===== config.mk =====
export PLATFORM = sky130hd
export DESIGN_NAME = scc_clock_control
export DESIGN_NICKNAME = d
export VERILOG_FILES = /design/src/design/scc_pkg.sv /design/src/design/scc_div_if.sv /design/src/design/scc_clock_control.sv /design/src/design/scc_frac_div.sv
export SDC_FILE = /design/constraint.sdc
export NUM_CORES = 1
export LEC_CHECK = 0
export BUFFER_PORTS_ARGS = -buffer_cell sky130_fd_sc_hd__clkbuf_2
export CELL_PAD_IN_SITES_DETAIL_PLACEMENT = 1
export CELL_PAD_IN_SITES_GLOBAL_PLACEMENT = 1
export CORE_AREA = 2 2 169 171
export DETAILED_ROUTE_END_ITERATION = 12
export DIE_AREA = 0 0 171 173
export PLACE_DENSITY = 0.81
export SLEW_MARGIN = 20
export SYNTH_ARGS = -nofsm -noshare
export SYNTH_HDL_FRONTEND = slang
export SYNTH_HIERARCHICAL = 1
export SYNTH_SLANG_ARGS = --single-unit
export TNS_END_PERCENT = 5

===== constraint.sdc =====
create_clock -name clock -period 5.8 [get_ports clock]
set_clock_uncertainty 0.15 [all_clocks]
set_input_delay 1.16 -clock clock [delete_from_list [all_inputs] [get_ports clock]]
set_output_delay 1.16 -clock clock [all_outputs]
set_load 0.02 [all_outputs]

===== src/design/scc_pkg.sv =====
// package: register map, fields and codes of the clock control block
// assumes: imported by the top module and by its fractional dividers
package scc_pkg;
	// register slots and word indices (byte address is four times index)
	localparam int NREG = 9;
	localparam int SLOT_EN_A = 0;
	localparam int SLOT_EN_B = 1;
	localparam int SLOT_EN_C = 2;
	localparam int SLOT_SYS = 3;
	localparam int SLOT_I2S = 4;
	localparam int SLOT_I2S_MOD = 5;
	localparam int SLOT_CDC = 6;
	localparam int SLOT_CDC_MOD = 7;
	localparam int SLOT_HSC = 8;
	localparam logic [7:0] IDX_EN_A = 8'h63;
	localparam logic [7:0] IDX_EN_B = 8'h64;
	localparam logic [7:0] IDX_EN_C = 8'h65;
	localparam logic [7:0] IDX_SYS = 8'h66;
	localparam logic [7:0] IDX_I2S = 8'h67;
	localparam logic [7:0] IDX_I2S_MOD = 8'h68;
	localparam logic [7:0] IDX_CDC = 8'h6c;
	localparam logic [7:0] IDX_CDC_MOD = 8'h6d;
	localparam logic [7:0] IDX_HSC = 8'h70;
	localparam logic [7:0] IDX_STATUS = 8'h74;
	localparam logic [7:0] IDX_NONE = 8'hff;
	localparam logic [7:0] REG_IDX [NREG] = '{IDX_EN_A, IDX_EN_B,
		IDX_EN_C, IDX_SYS, IDX_I2S, IDX_I2S_MOD, IDX_CDC, IDX_CDC_MOD,
		IDX_HSC};
	// reset values
	localparam logic [7:0] RST_EN_A = 8'h83;
	localparam logic [7:0] RST_EN_B = 8'h00;
	localparam logic [7:0] RST_EN_C = 8'h30;
	localparam logic [7:0] RST_SYS = 8'h06;
	localparam logic [7:0] RST_I2S = 8'h00;
	localparam logic [7:0] RST_I2S_MOD = 8'h02;
	localparam logic [7:0] RST_CDC = 8'h01;
	localparam logic [7:0] RST_CDC_MOD = 8'h02;
	localparam logic [7:0] RST_HSC = 8'h00;
	localparam logic [7:0] REG_RST [NREG] = '{RST_EN_A, RST_EN_B,
		RST_EN_C, RST_SYS, RST_I2S, RST_I2S_MOD, RST_CDC, RST_CDC_MOD,
		RST_HSC};
	// field positions
	localparam int SRC_LSB = 5;
	localparam int SRC_MSB = 6;
	localparam int DIV_MSB = 4;
	localparam int HSC_LO_BIT = 7;
	localparam int HSC_HI_BIT = 0;
	localparam int EN_BIT = 7;
	localparam int STEP_MSB = 6;
	// fixed two-thirds divider
	localparam logic [6:0] THIRDS_STEP = 7'h02;
	localparam logic [7:0] THIRDS_MOD = 8'h03;
	typedef enum logic [1:0] {
		SRC_RC = 2'b00,
		SRC_HSC = 2'b01,
		SRC_HSDIV = 2'b10,
		SRC_32M = 2'b11
	} scc_src_type;
	// word index of a bus address, IDX_NONE outside the block window
	function automatic logic [7:0] scc_word(input logic [31:0] a);
		return (a[31:10] == 22'h0) ? a[9:2] : IDX_NONE;
	endfunction
endpackage


===== src/design/scc_div_if.sv =====
// interface: settings and ticks between the top and a fractional divider
// assumes: all signals on the one system clock
`timescale 1ns/1ps
interface scc_div_if;
	logic       en;
	logic [6:0] step;
	logic [7:0] modulus;
	logic       srcTick;
	logic       outTick;
	modport ctl (output en, step, modulus, srcTick, input outTick);
	modport div (input en, step, modulus, srcTick, output outTick);
endinterface


===== src/design/scc_clock_control.sv =====
// module: system and module clock control with an ahb-lite register port
// assumes: source ticks are one-cycle pulses made by same-clock edge
// detectors, one per rising edge of each oscillator; outputs are ticks
//
// Our own choice: the AHB-Lite slave port.
`timescale 1ns/1ps
module scc_clock_control
	import scc_pkg::*;
(
	input  wire logic        clock,
	input  wire logic        rst,
	input  wire logic        hsel,
	input  wire logic [31:0] haddr,
	input  wire logic [1:0]  htrans,
	input  wire logic        hwrite,
	input  wire logic [2:0]  hsize,
	input  wire logic [31:0] hwdata,
	input  wire logic        hready,
	output logic      [31:0] hrdata,
	output logic             hreadyout,
	output logic             hresp,
	input  wire logic        rcTick,
	input  wire logic        crystalTick,
	input  wire logic        doubledTick,
	output logic             sysTick,
	output logic             timerTick,
	output logic             usbTick,
	output logic             i2sTick,
	output logic             codecTick,
	output logic             crystalOutTick,
	output logic      [23:0] moduleTick
);
	// bus state
	logic [7:0]  addrIdx_r;
	logic        wrPend_r;
	logic [7:0]  rdData_r;
	logic        addrPhase;
	logic [7:0]  addrIdxNew;
	logic [7:0]  rdNxt;

	// register file
	logic [7:0]  regs_r [NREG];
	logic [7:0]  regs_nxt [NREG];
	logic [7:0]  statusVal;

	// decoded fields
	logic [1:0]  srcReq;
	logic [4:0]  sysDiv;
	logic [1:0]  hscReq;
	logic [23:0] enAll;

	// high-speed selection
	logic [1:0]  hscAct_r;
	logic        hscBlank_r;
	logic        hscOldTick;
	logic        hscSwitch;
	logic        hscTick;

	// high-speed divider
	logic [4:0]  hsCnt_r;
	logic [4:0]  hsDivL_r;
	logic        hsWrap;
	logic        hsTick;

	// system selection
	scc_src_type sysAct_r;
	logic        sysBlank_r;
	logic        sysOldTick;
	logic        sysSwitch;
	logic        sysTickNxt;
	logic        tick32;

	// output flops
	logic        sysTick_r;
	logic        usbTick_r;
	logic        xtalTick_r;
	logic [23:0] moduleTick_r;

	// pick the high-speed source tick for a selector value
	function automatic logic hsc_pick(input logic [1:0] sel,
		input logic dbl, input logic rc, input logic xtal);
		logic r;
		r = sel[1] ? xtal : (sel[0] ? rc : dbl);
		return r;
	endfunction

	// pick the system source tick for a selector value
	function automatic logic sys_pick(input scc_src_type sel,
		input logic rc, input logic hsc, input logic hs,
		input logic t32);
		logic r;
		unique case (sel)
			SRC_RC:    r = rc;
			SRC_HSC:   r = hsc;
			SRC_HSDIV: r = hs;
			SRC_32M:   r = t32;
		endcase
		return r;
	endfunction

	// address phase decode; data phase never stretched
	assign addrPhase = hsel && htrans[1] && hready;
	assign addrIdxNew = scc_word(haddr);
	assign hreadyout = 1'h1;
	assign hresp = 1'h0;
	assign hrdata = {24'h0, rdData_r};

	// writes land in the data phase from the low byte lane
	always_comb
	begin
		for (int i = 0; i < NREG; i++)
			regs_nxt[i] = (wrPend_r && addrIdx_r == REG_IDX[i]) ?
				hwdata[7:0] : regs_r[i];
	end

	// read data from next values so a write just before is seen
	always_comb
	begin
		rdNxt = 8'h00;
		for (int i = 0; i < NREG; i++)
			if (addrIdxNew == REG_IDX[i])
				rdNxt = regs_nxt[i];
		if (addrIdxNew == IDX_STATUS)
			rdNxt = statusVal;
	end

	always_ff @(posedge clock)
	begin
		if (rst)
		begin
			addrIdx_r <= IDX_NONE;
			wrPend_r <= 1'h0;
			rdData_r <= 8'h00;
		end
		else
		begin
			addrIdx_r <= addrPhase ? addrIdxNew : IDX_NONE;
			wrPend_r <= addrPhase && hwrite;
			if (addrPhase && !hwrite)
				rdData_r <= rdNxt;
		end
	end

	always_ff @(posedge clock)
	begin
		for (int i = 0; i < NREG; i++)
			regs_r[i] <= rst ? REG_RST[i] : regs_nxt[i];
	end

	// field decode
	assign srcReq = regs_r[SLOT_SYS][SRC_MSB:SRC_LSB];
	assign sysDiv = regs_r[SLOT_SYS][DIV_MSB:0];
	assign hscReq = {regs_r[SLOT_HSC][HSC_HI_BIT],
		regs_r[SLOT_SYS][HSC_LO_BIT]};
	assign enAll = {regs_r[SLOT_EN_C], regs_r[SLOT_EN_B],
		regs_r[SLOT_EN_A]};
	assign statusVal = {3'h0, (sysAct_r != scc_src_type'(srcReq)) ||
		(hscAct_r != hscReq), hscAct_r, sysAct_r};

	// high-speed mux: change right after an old edge, then swallow the
	// first new edge so no period is shorter than either source's.
	// a stopped old source holds the switch; the trade is no runt pulse
	assign hscOldTick = hsc_pick(hscAct_r, doubledTick, rcTick,
		crystalTick);
	assign hscSwitch = (hscAct_r != hscReq) && hscOldTick && !hscBlank_r;
	assign hscTick = hscOldTick && !hscBlank_r;

	always_ff @(posedge clock)
	begin
		if (rst)
		begin
			hscAct_r <= 2'h0;
			hscBlank_r <= 1'h0;
		end
		else if (hscSwitch)
		begin
			hscAct_r <= hscReq;
			hscBlank_r <= 1'h1;
		end
		else if (hscOldTick)
			hscBlank_r <= 1'h0;
	end

	// integer divider; new value taken only at the wrap
	assign hsWrap = hsCnt_r >= hsDivL_r - 5'h1;
	assign hsTick = hscTick && hsWrap;

	always_ff @(posedge clock)
	begin
		if (rst)
		begin
			hsCnt_r <= 5'h0;
			hsDivL_r <= RST_SYS[DIV_MSB:0];
		end
		else if (hscTick)
		begin
			hsCnt_r <= hsWrap ? 5'h0 : hsCnt_r + 5'h1;
			if (hsWrap)
				hsDivL_r <= sysDiv;
		end
	end

	// fixed and programmable fractional dividers
	scc_div_if thirdsIf ();
	scc_div_if timerIf ();
	scc_div_if i2sIf ();
	scc_div_if codecIf ();

	// 32 MHz from 48 MHz through two thirds
	assign thirdsIf.en = 1'h1;
	assign thirdsIf.step = THIRDS_STEP;
	assign thirdsIf.modulus = THIRDS_MOD;
	assign thirdsIf.srcTick = doubledTick;
	assign tick32 = thirdsIf.outTick;

	// 16 MHz timer from the crystal; no register reaches it
	assign timerIf.en = 1'h1;
	assign timerIf.step = THIRDS_STEP;
	assign timerIf.modulus = THIRDS_MOD;
	assign timerIf.srcTick = crystalTick;
	assign timerTick = timerIf.outTick;

	// i2s from 48 MHz, gated by its enable bit
	assign i2sIf.en = regs_r[SLOT_I2S][EN_BIT];
	assign i2sIf.step = regs_r[SLOT_I2S][STEP_MSB:0];
	assign i2sIf.modulus = regs_r[SLOT_I2S_MOD];
	assign i2sIf.srcTick = doubledTick;
	assign i2sTick = i2sIf.outTick;

	// codec from 48 MHz, gated by its enable bit
	assign codecIf.en = regs_r[SLOT_CDC][EN_BIT];
	assign codecIf.step = regs_r[SLOT_CDC][STEP_MSB:0];
	assign codecIf.modulus = regs_r[SLOT_CDC_MOD];
	assign codecIf.srcTick = doubledTick;
	assign codecTick = codecIf.outTick;

	scc_frac_div #(.ACC_W(9)) uThirds (
		.clock (clock),
		.rst   (rst),
		.dv    (thirdsIf.div)
	);
	scc_frac_div #(.ACC_W(9)) uTimer (
		.clock (clock),
		.rst   (rst),
		.dv    (timerIf.div)
	);
	scc_frac_div #(.ACC_W(9)) uI2s (
		.clock (clock),
		.rst   (rst),
		.dv    (i2sIf.div)
	);
	scc_frac_div #(.ACC_W(9)) uCodec (
		.clock (clock),
		.rst   (rst),
		.dv    (codecIf.div)
	);

	// system mux, same switch-and-swallow scheme as the high-speed one
	assign sysOldTick = sys_pick(sysAct_r, rcTick, hscTick, hsTick,
		tick32);
	assign sysSwitch = (sysAct_r != scc_src_type'(srcReq)) &&
		sysOldTick && !sysBlank_r;
	assign sysTickNxt = sysOldTick && !sysBlank_r;

	always_ff @(posedge clock)
	begin
		if (rst)
		begin
			sysAct_r <= SRC_RC;
			sysBlank_r <= 1'h0;
		end
		else if (sysSwitch)
		begin
			sysAct_r <= scc_src_type'(srcReq);
			sysBlank_r <= 1'h1;
		end
		else if (sysOldTick)
			sysBlank_r <= 1'h0;
	end

	// registered tick outputs
	always_ff @(posedge clock)
	begin
		if (rst)
		begin
			sysTick_r <= 1'h0;
			usbTick_r <= 1'h0;
			xtalTick_r <= 1'h0;
			moduleTick_r <= 24'h0;
		end
		else
		begin
			sysTick_r <= sysTickNxt;
			usbTick_r <= doubledTick;
			xtalTick_r <= crystalTick;
			moduleTick_r <= {24{sysTickNxt}} & enAll;
		end
	end

	assign sysTick = sysTick_r;
	assign usbTick = usbTick_r;
	assign crystalOutTick = xtalTick_r;
	assign moduleTick = moduleTick_r;

	// helper: high-speed edges since the last divided edge
	logic [4:0] hsGap_r;
	always_ff @(posedge clock)
	begin
		if (rst || hsTick)
			hsGap_r <= 5'h0;
		else if (hscTick)
			hsGap_r <= hsGap_r + 5'h1;
	end
endmodule


===== src/design/scc_frac_div.sv =====
// module: step/mod fractional divider on a tick stream
// assumes: source ticks are one-cycle pulses on the system clock
`timescale 1ns/1ps
module scc_frac_div
	import scc_pkg::*;
#(
	parameter int ACC_W = 9
)(
	input wire logic clock,
	input wire logic rst,
	scc_div_if.div   dv
);
	// accumulator must hold mod plus step without wrapping
	if (ACC_W < 9)
	begin : g_chk
		$error("scc_frac_div: ACC_W below 9");
	end

	logic [ACC_W-1:0] acc_r;
	logic [6:0]       stepL_r;
	logic [7:0]       modL_r;
	logic             tick_r;
	logic [ACC_W-1:0] sum;
	logic             wrap;
	logic             adv;

	// one output edge each time step accumulates to mod or past it
	assign sum = acc_r + ACC_W'(stepL_r);
	assign wrap = (sum >= ACC_W'(modL_r));
	assign adv = dv.en && dv.srcTick;
	assign dv.outTick = tick_r;

	// settings latched only at an output edge or while off: no runt
	always_ff @(posedge clock)
	begin
		if (rst || !dv.en)
		begin
			acc_r <= '0;
			tick_r <= 1'h0;
			stepL_r <= dv.step;
			modL_r <= dv.modulus;
		end
		else if (adv)
		begin
			acc_r <= wrap ? sum - ACC_W'(modL_r) : sum;
			tick_r <= wrap;
			if (wrap)
			begin
				stepL_r <= dv.step;
				modL_r <= dv.modulus;
			end
		end
		else
			tick_r <= 1'h0;
	end
endmodule


==> summary by stage <==
Status
The flow ran to the end, and the final reports show no timing, DRC or antenna violations.

Clocking
The number of H-tree levels is 1. In this run the clock root is driven by a sky130_fd_sc_hd__clkbuf_16. The clock sink count is 232. The total CTS buffers is 26. In this run the deepest clock path goes through 3 buffers. After clock tree synthesis, the clock-pin slew on the worst setup and hold paths is 0.06 ns. The number of hold buffers added after CTS was 0. TritonCTS built the clock tree.

The buffers inserted during post-CTS setup optimization is 0. The post-cts repair resize count is 0. The clock latency on the worst-skew pair is 0.54 ns.

Timing
The number of max-slew violations in the final report was 0. The number of failing hold endpoints at the final stage came to 0. Based on the critical path, the design can be clocked at up to 230 MHz. For the pin with the worst max-slew slack, the measured transition is 0.923 ns. The final period demand of the worst path is 4.35 ns.

Hold is met by 0.288 ns. The final critical-path setup slack is 1.45 ns. Adding up every negative setup slack in the final design gives 0 ns. The worst pin sits at a relative slew slack of 0.381.

The number of setup violations in the final report is 0. The final cycle utilization of the critical path is 0.750. Setup repair after global routing left no endpoint under its margin.

Yosys
During synthesis, Yosys emitted a total of 6 warnings. The gate count of the mapped netlist is 1301. The mapped netlist covers 0.0125 mm². Of the synthesized area, sequential elements account for 0.418.

Sorting the synthesized cells by how often they occur yields sky130_fd_sc_hd__dfxtp_1 (172), sky130_fd_sc_hd__nor2_1 (145), sky130_fd_sc_hd__mux2i_1 (89). Yosys attributes the largest share of cell area to sky130_fd_sc_hd__dfxtp_1 (27%), sky130_fd_sc_hd__edfxtp_1 (14%), sky130_fd_sc_hd__mux2i_1 (7.1%). The average cell area after synthesis is 9.64 µm². The count of unique library cells instantiated by Yosys is 80. The area share of the largest cell type after synthesis is 0.274. Of all flip-flops after synthesis, the portion carrying an async set or reset was 0. The largest total area in the synthesized netlist belongs to sky130_fd_sc_hd__dfxtp_1. The most used flip-flop cell after synthesis is sky130_fd_sc_hd__dfxtp_1. The number of synthesized register bits is 232. Counting flops with a built-in enable in the synthesized netlist gives 60.

The most frequent cell after synthesis is sky130_fd_sc_hd__dfxtp_1.

Global route
The pin count of the biggest net entering global routing is 74. The global routing usage summed across all routing layers is 0.234. The number of global-route vias before repair is 10700.

After global routing the overflow that remains totals 0. The number of antenna violations at the first check in global routing is 0. The wire length of the first global-routing pass is 56.0 mm.

Critical path
The flop-to-flop setup slack is 1.45 ns. The endpoint identified for the worst register-to-register timing path is uCodec/modL_r[1]. The largest single stage delay on the critical path is 0.90 ns. Along the worst path, the maximum fanout reaches 15. The kind of end point of the critical path is a flop.

For this design, the slowest cell found on the critical path is sky130_fd_sc_hd__a2111oi_4. The critical path is of the flop to flop type. The startpoint type of the worst setup path is a flop. The number of buffers and inverters on the critical path is 1.

The logic depth of the worst setup path including buffers is 13. The startpoint of the most critical register-to-register path is uCodec/stepL_r[0]. Grouping stages by cell kind, the critical path spends the most delay in compound AO/OA/AOI/OAI gates.

The critical path ends at uCodec/modL_r[1]. The start point of the critical path is uCodec/stepL_r[0]. Walking the worst path, the cells encountered are ha_1 > fa_1 > a21oi_2 > nor2b_1 > nor2_1 > xnor2_1 > ha_1 > and3_1 > a221oi_1 > a21oi_2 > a2111oi_4 > o21ai_1 > buf_4. The critical path arrival is 4.48 ns.

The cell depth of the worst flop-to-flop path is 13. At the worst endpoint, the required time is 5.93 ns.

Routing
The first TritonRoute pass finished after 4 iterations. Dividing the detail-routed wire length by the instance count gives 19.3 µm. After detailed routing, the number of vias per cell comes to 5.67. The count of nets left with antenna violations after detail routing is 0.

The remaining design rule violation count is 0. The number of violations reported at the end of detailed-routing iteration 0 is 528. For this block, the routed nets add up to 34.7 mm of wire.

Detailed routing inserted a total of 10200 vias.

Job
The tool flagged a number of max-cap violations equal to 0.

Pwr
The analysis attributes to net switching a power of 1.02 mW. The net switching fraction of the power is 0.261. The share of total power dissipated in sequential elements is 0.439. For this design the ratio of total power to cell area is 275 mW/mm². The design internal power is 2.87 mW. The worst-case IR drop observed on VDD is 201 µV. The portion of total power attributed to the clock network is 0.439.

In this run the static leakage power is 6.03 nW. The share of total power dissipated in combinational logic is 0.122.

Cells and area
Relative to the synthesized area, the layout overhead comes to 12.8%. In the final layout, the share of cells above drive strength 1 is 0.125. The total inserted antenna cells is 0. The total number of nets in the final design is 1553.

Place
At the placement stage, the worst setup path has a slack of 1.48 ns. In this run the tool buffered the top-level ports with 84 buffer cells. At the end of routability-driven placement, the weighted congestion stood at 0.888. The placed wire-length estimate after detailed placement is 25.3 mm.

Die
The total die area is 0.0296 mm². The initial core utilization is 0.454. The region available for standard cell placement spans 0.0276 mm². The total number of placement rows is 61. The number of I/O pins is 141. The die is 171 µm wide. The die is 173 µm tall.

Min path
The class of the tightest hold or removal check is flop to flop.
==> registers in the layout (all words and copies together), names as in the netlist, 2 cells and up <==
name,cells
hscAct_r,2
uI2s/modL_r,8
rdData_r,8
uThirds/acc_r,9
uThirds/stepL_r,7
uTimer/stepL_r,7
hsDivL_r,5
uTimer/acc_r,9
uTimer/modL_r,8
uCodec/modL_r,8
regs_r,72
uCodec/stepL_r,7
uI2s/stepL_r,7
addrIdx_r,8
uI2s/acc_r,9
uCodec/acc_r,9
uThirds/modL_r,8
moduleTick,24
hsCnt_r,5
sysAct_r,2
==> routing by layer <==
metal | track usage | wire length, µm
met1 | 0.303 | 15200
met5 | 0 | 0
met3 | 0.0350 | 1670
met4 | 0.0770 | 1050
met2 | 0.398 | 16800
==> cells in the final DEF, fill, tap and decap left out, drive strengths merged, types with 39 or more instances in the layout <==
cell / netlist / routed
a21oi: 73 / 73
o21ai: 65 / 65
clkbuf: 32 / 112
nor2: 145 / 145
nand3: 39 / 39
conb: 2 / 62
nand2: 75 / 75
inv: 50 / 51
dfxtp: 172 / 172
ha: 67 / 67
mux2i: 89 / 89
edfxtp: 60 / 60
==> kinds of logic (layout without fill, tap and decap cells) <==
kind of cell	after synthesis	after routing	synth area share
and+or+nand+nor	428	428	0.183
AOI/OAI and AO/OA	298	298	0.162
DFF	232	232	0.418
buffers and inverters	128	188	0.0501
muxes	95	95	0.0764
adders and majority gates	75	75	0.0796
xor gates and xnor gates	43	43	0.0300
other	2	62	0.000599
==> power by group through the flow <==
stage	Combinational, mW	Sequential (mW)	Clock (mW)
after global routing	0.530	1.71	1.80
after CTS	0.470	1.71	1.74
after detailed placement	0.465	1.74	0
final	0.475	1.71	1.71
after floorplan	0.360	1.74	0
after global placement	0.444	1.74	0
==> per-stage QoR <==
stage	instance area (µm²)	power, mW	std cells	util
after floorplan	12800	2.10	1361	-
after global placement	13300	2.18	1751	0.480
after detailed placement	13300	2.21	1751	0.480
after CTS	14200	3.92	1799	0.512
after global routing	14200	4.04	1799	0.512
final	14200	3.89	1799	0.512
==> how the worst min path moves through the flow <==
stage                  startpoint  slack (ns)  cells after the start                 to
global placement    regs_r[0][52]        0.27                      0  uCodec/stepL_r[4]
finish              regs_r[0][42]        0.29                      0     uI2s/modL_r[2]
CTS                 regs_r[0][42]        0.29                      0     uI2s/modL_r[2]
detailed placement  regs_r[0][42]        0.27                      0     uI2s/modL_r[2]
global route        regs_r[0][42]        0.30                      0     uI2s/modL_r[2]
floorplan           regs_r[0][57]        0.25                      0   uCodec/modL_r[1]
==> cell type report <==
cell class	instances	area, µm²
repair buffers	89	460
well taps	378	473
clock inverters	19	211
clock buffers	29	672
multi-input cells	1001	6900
fillers	3201	13500
inverters	51	191
flip-flops and latches	232	5250
Power figures use the tool's default switching activity.
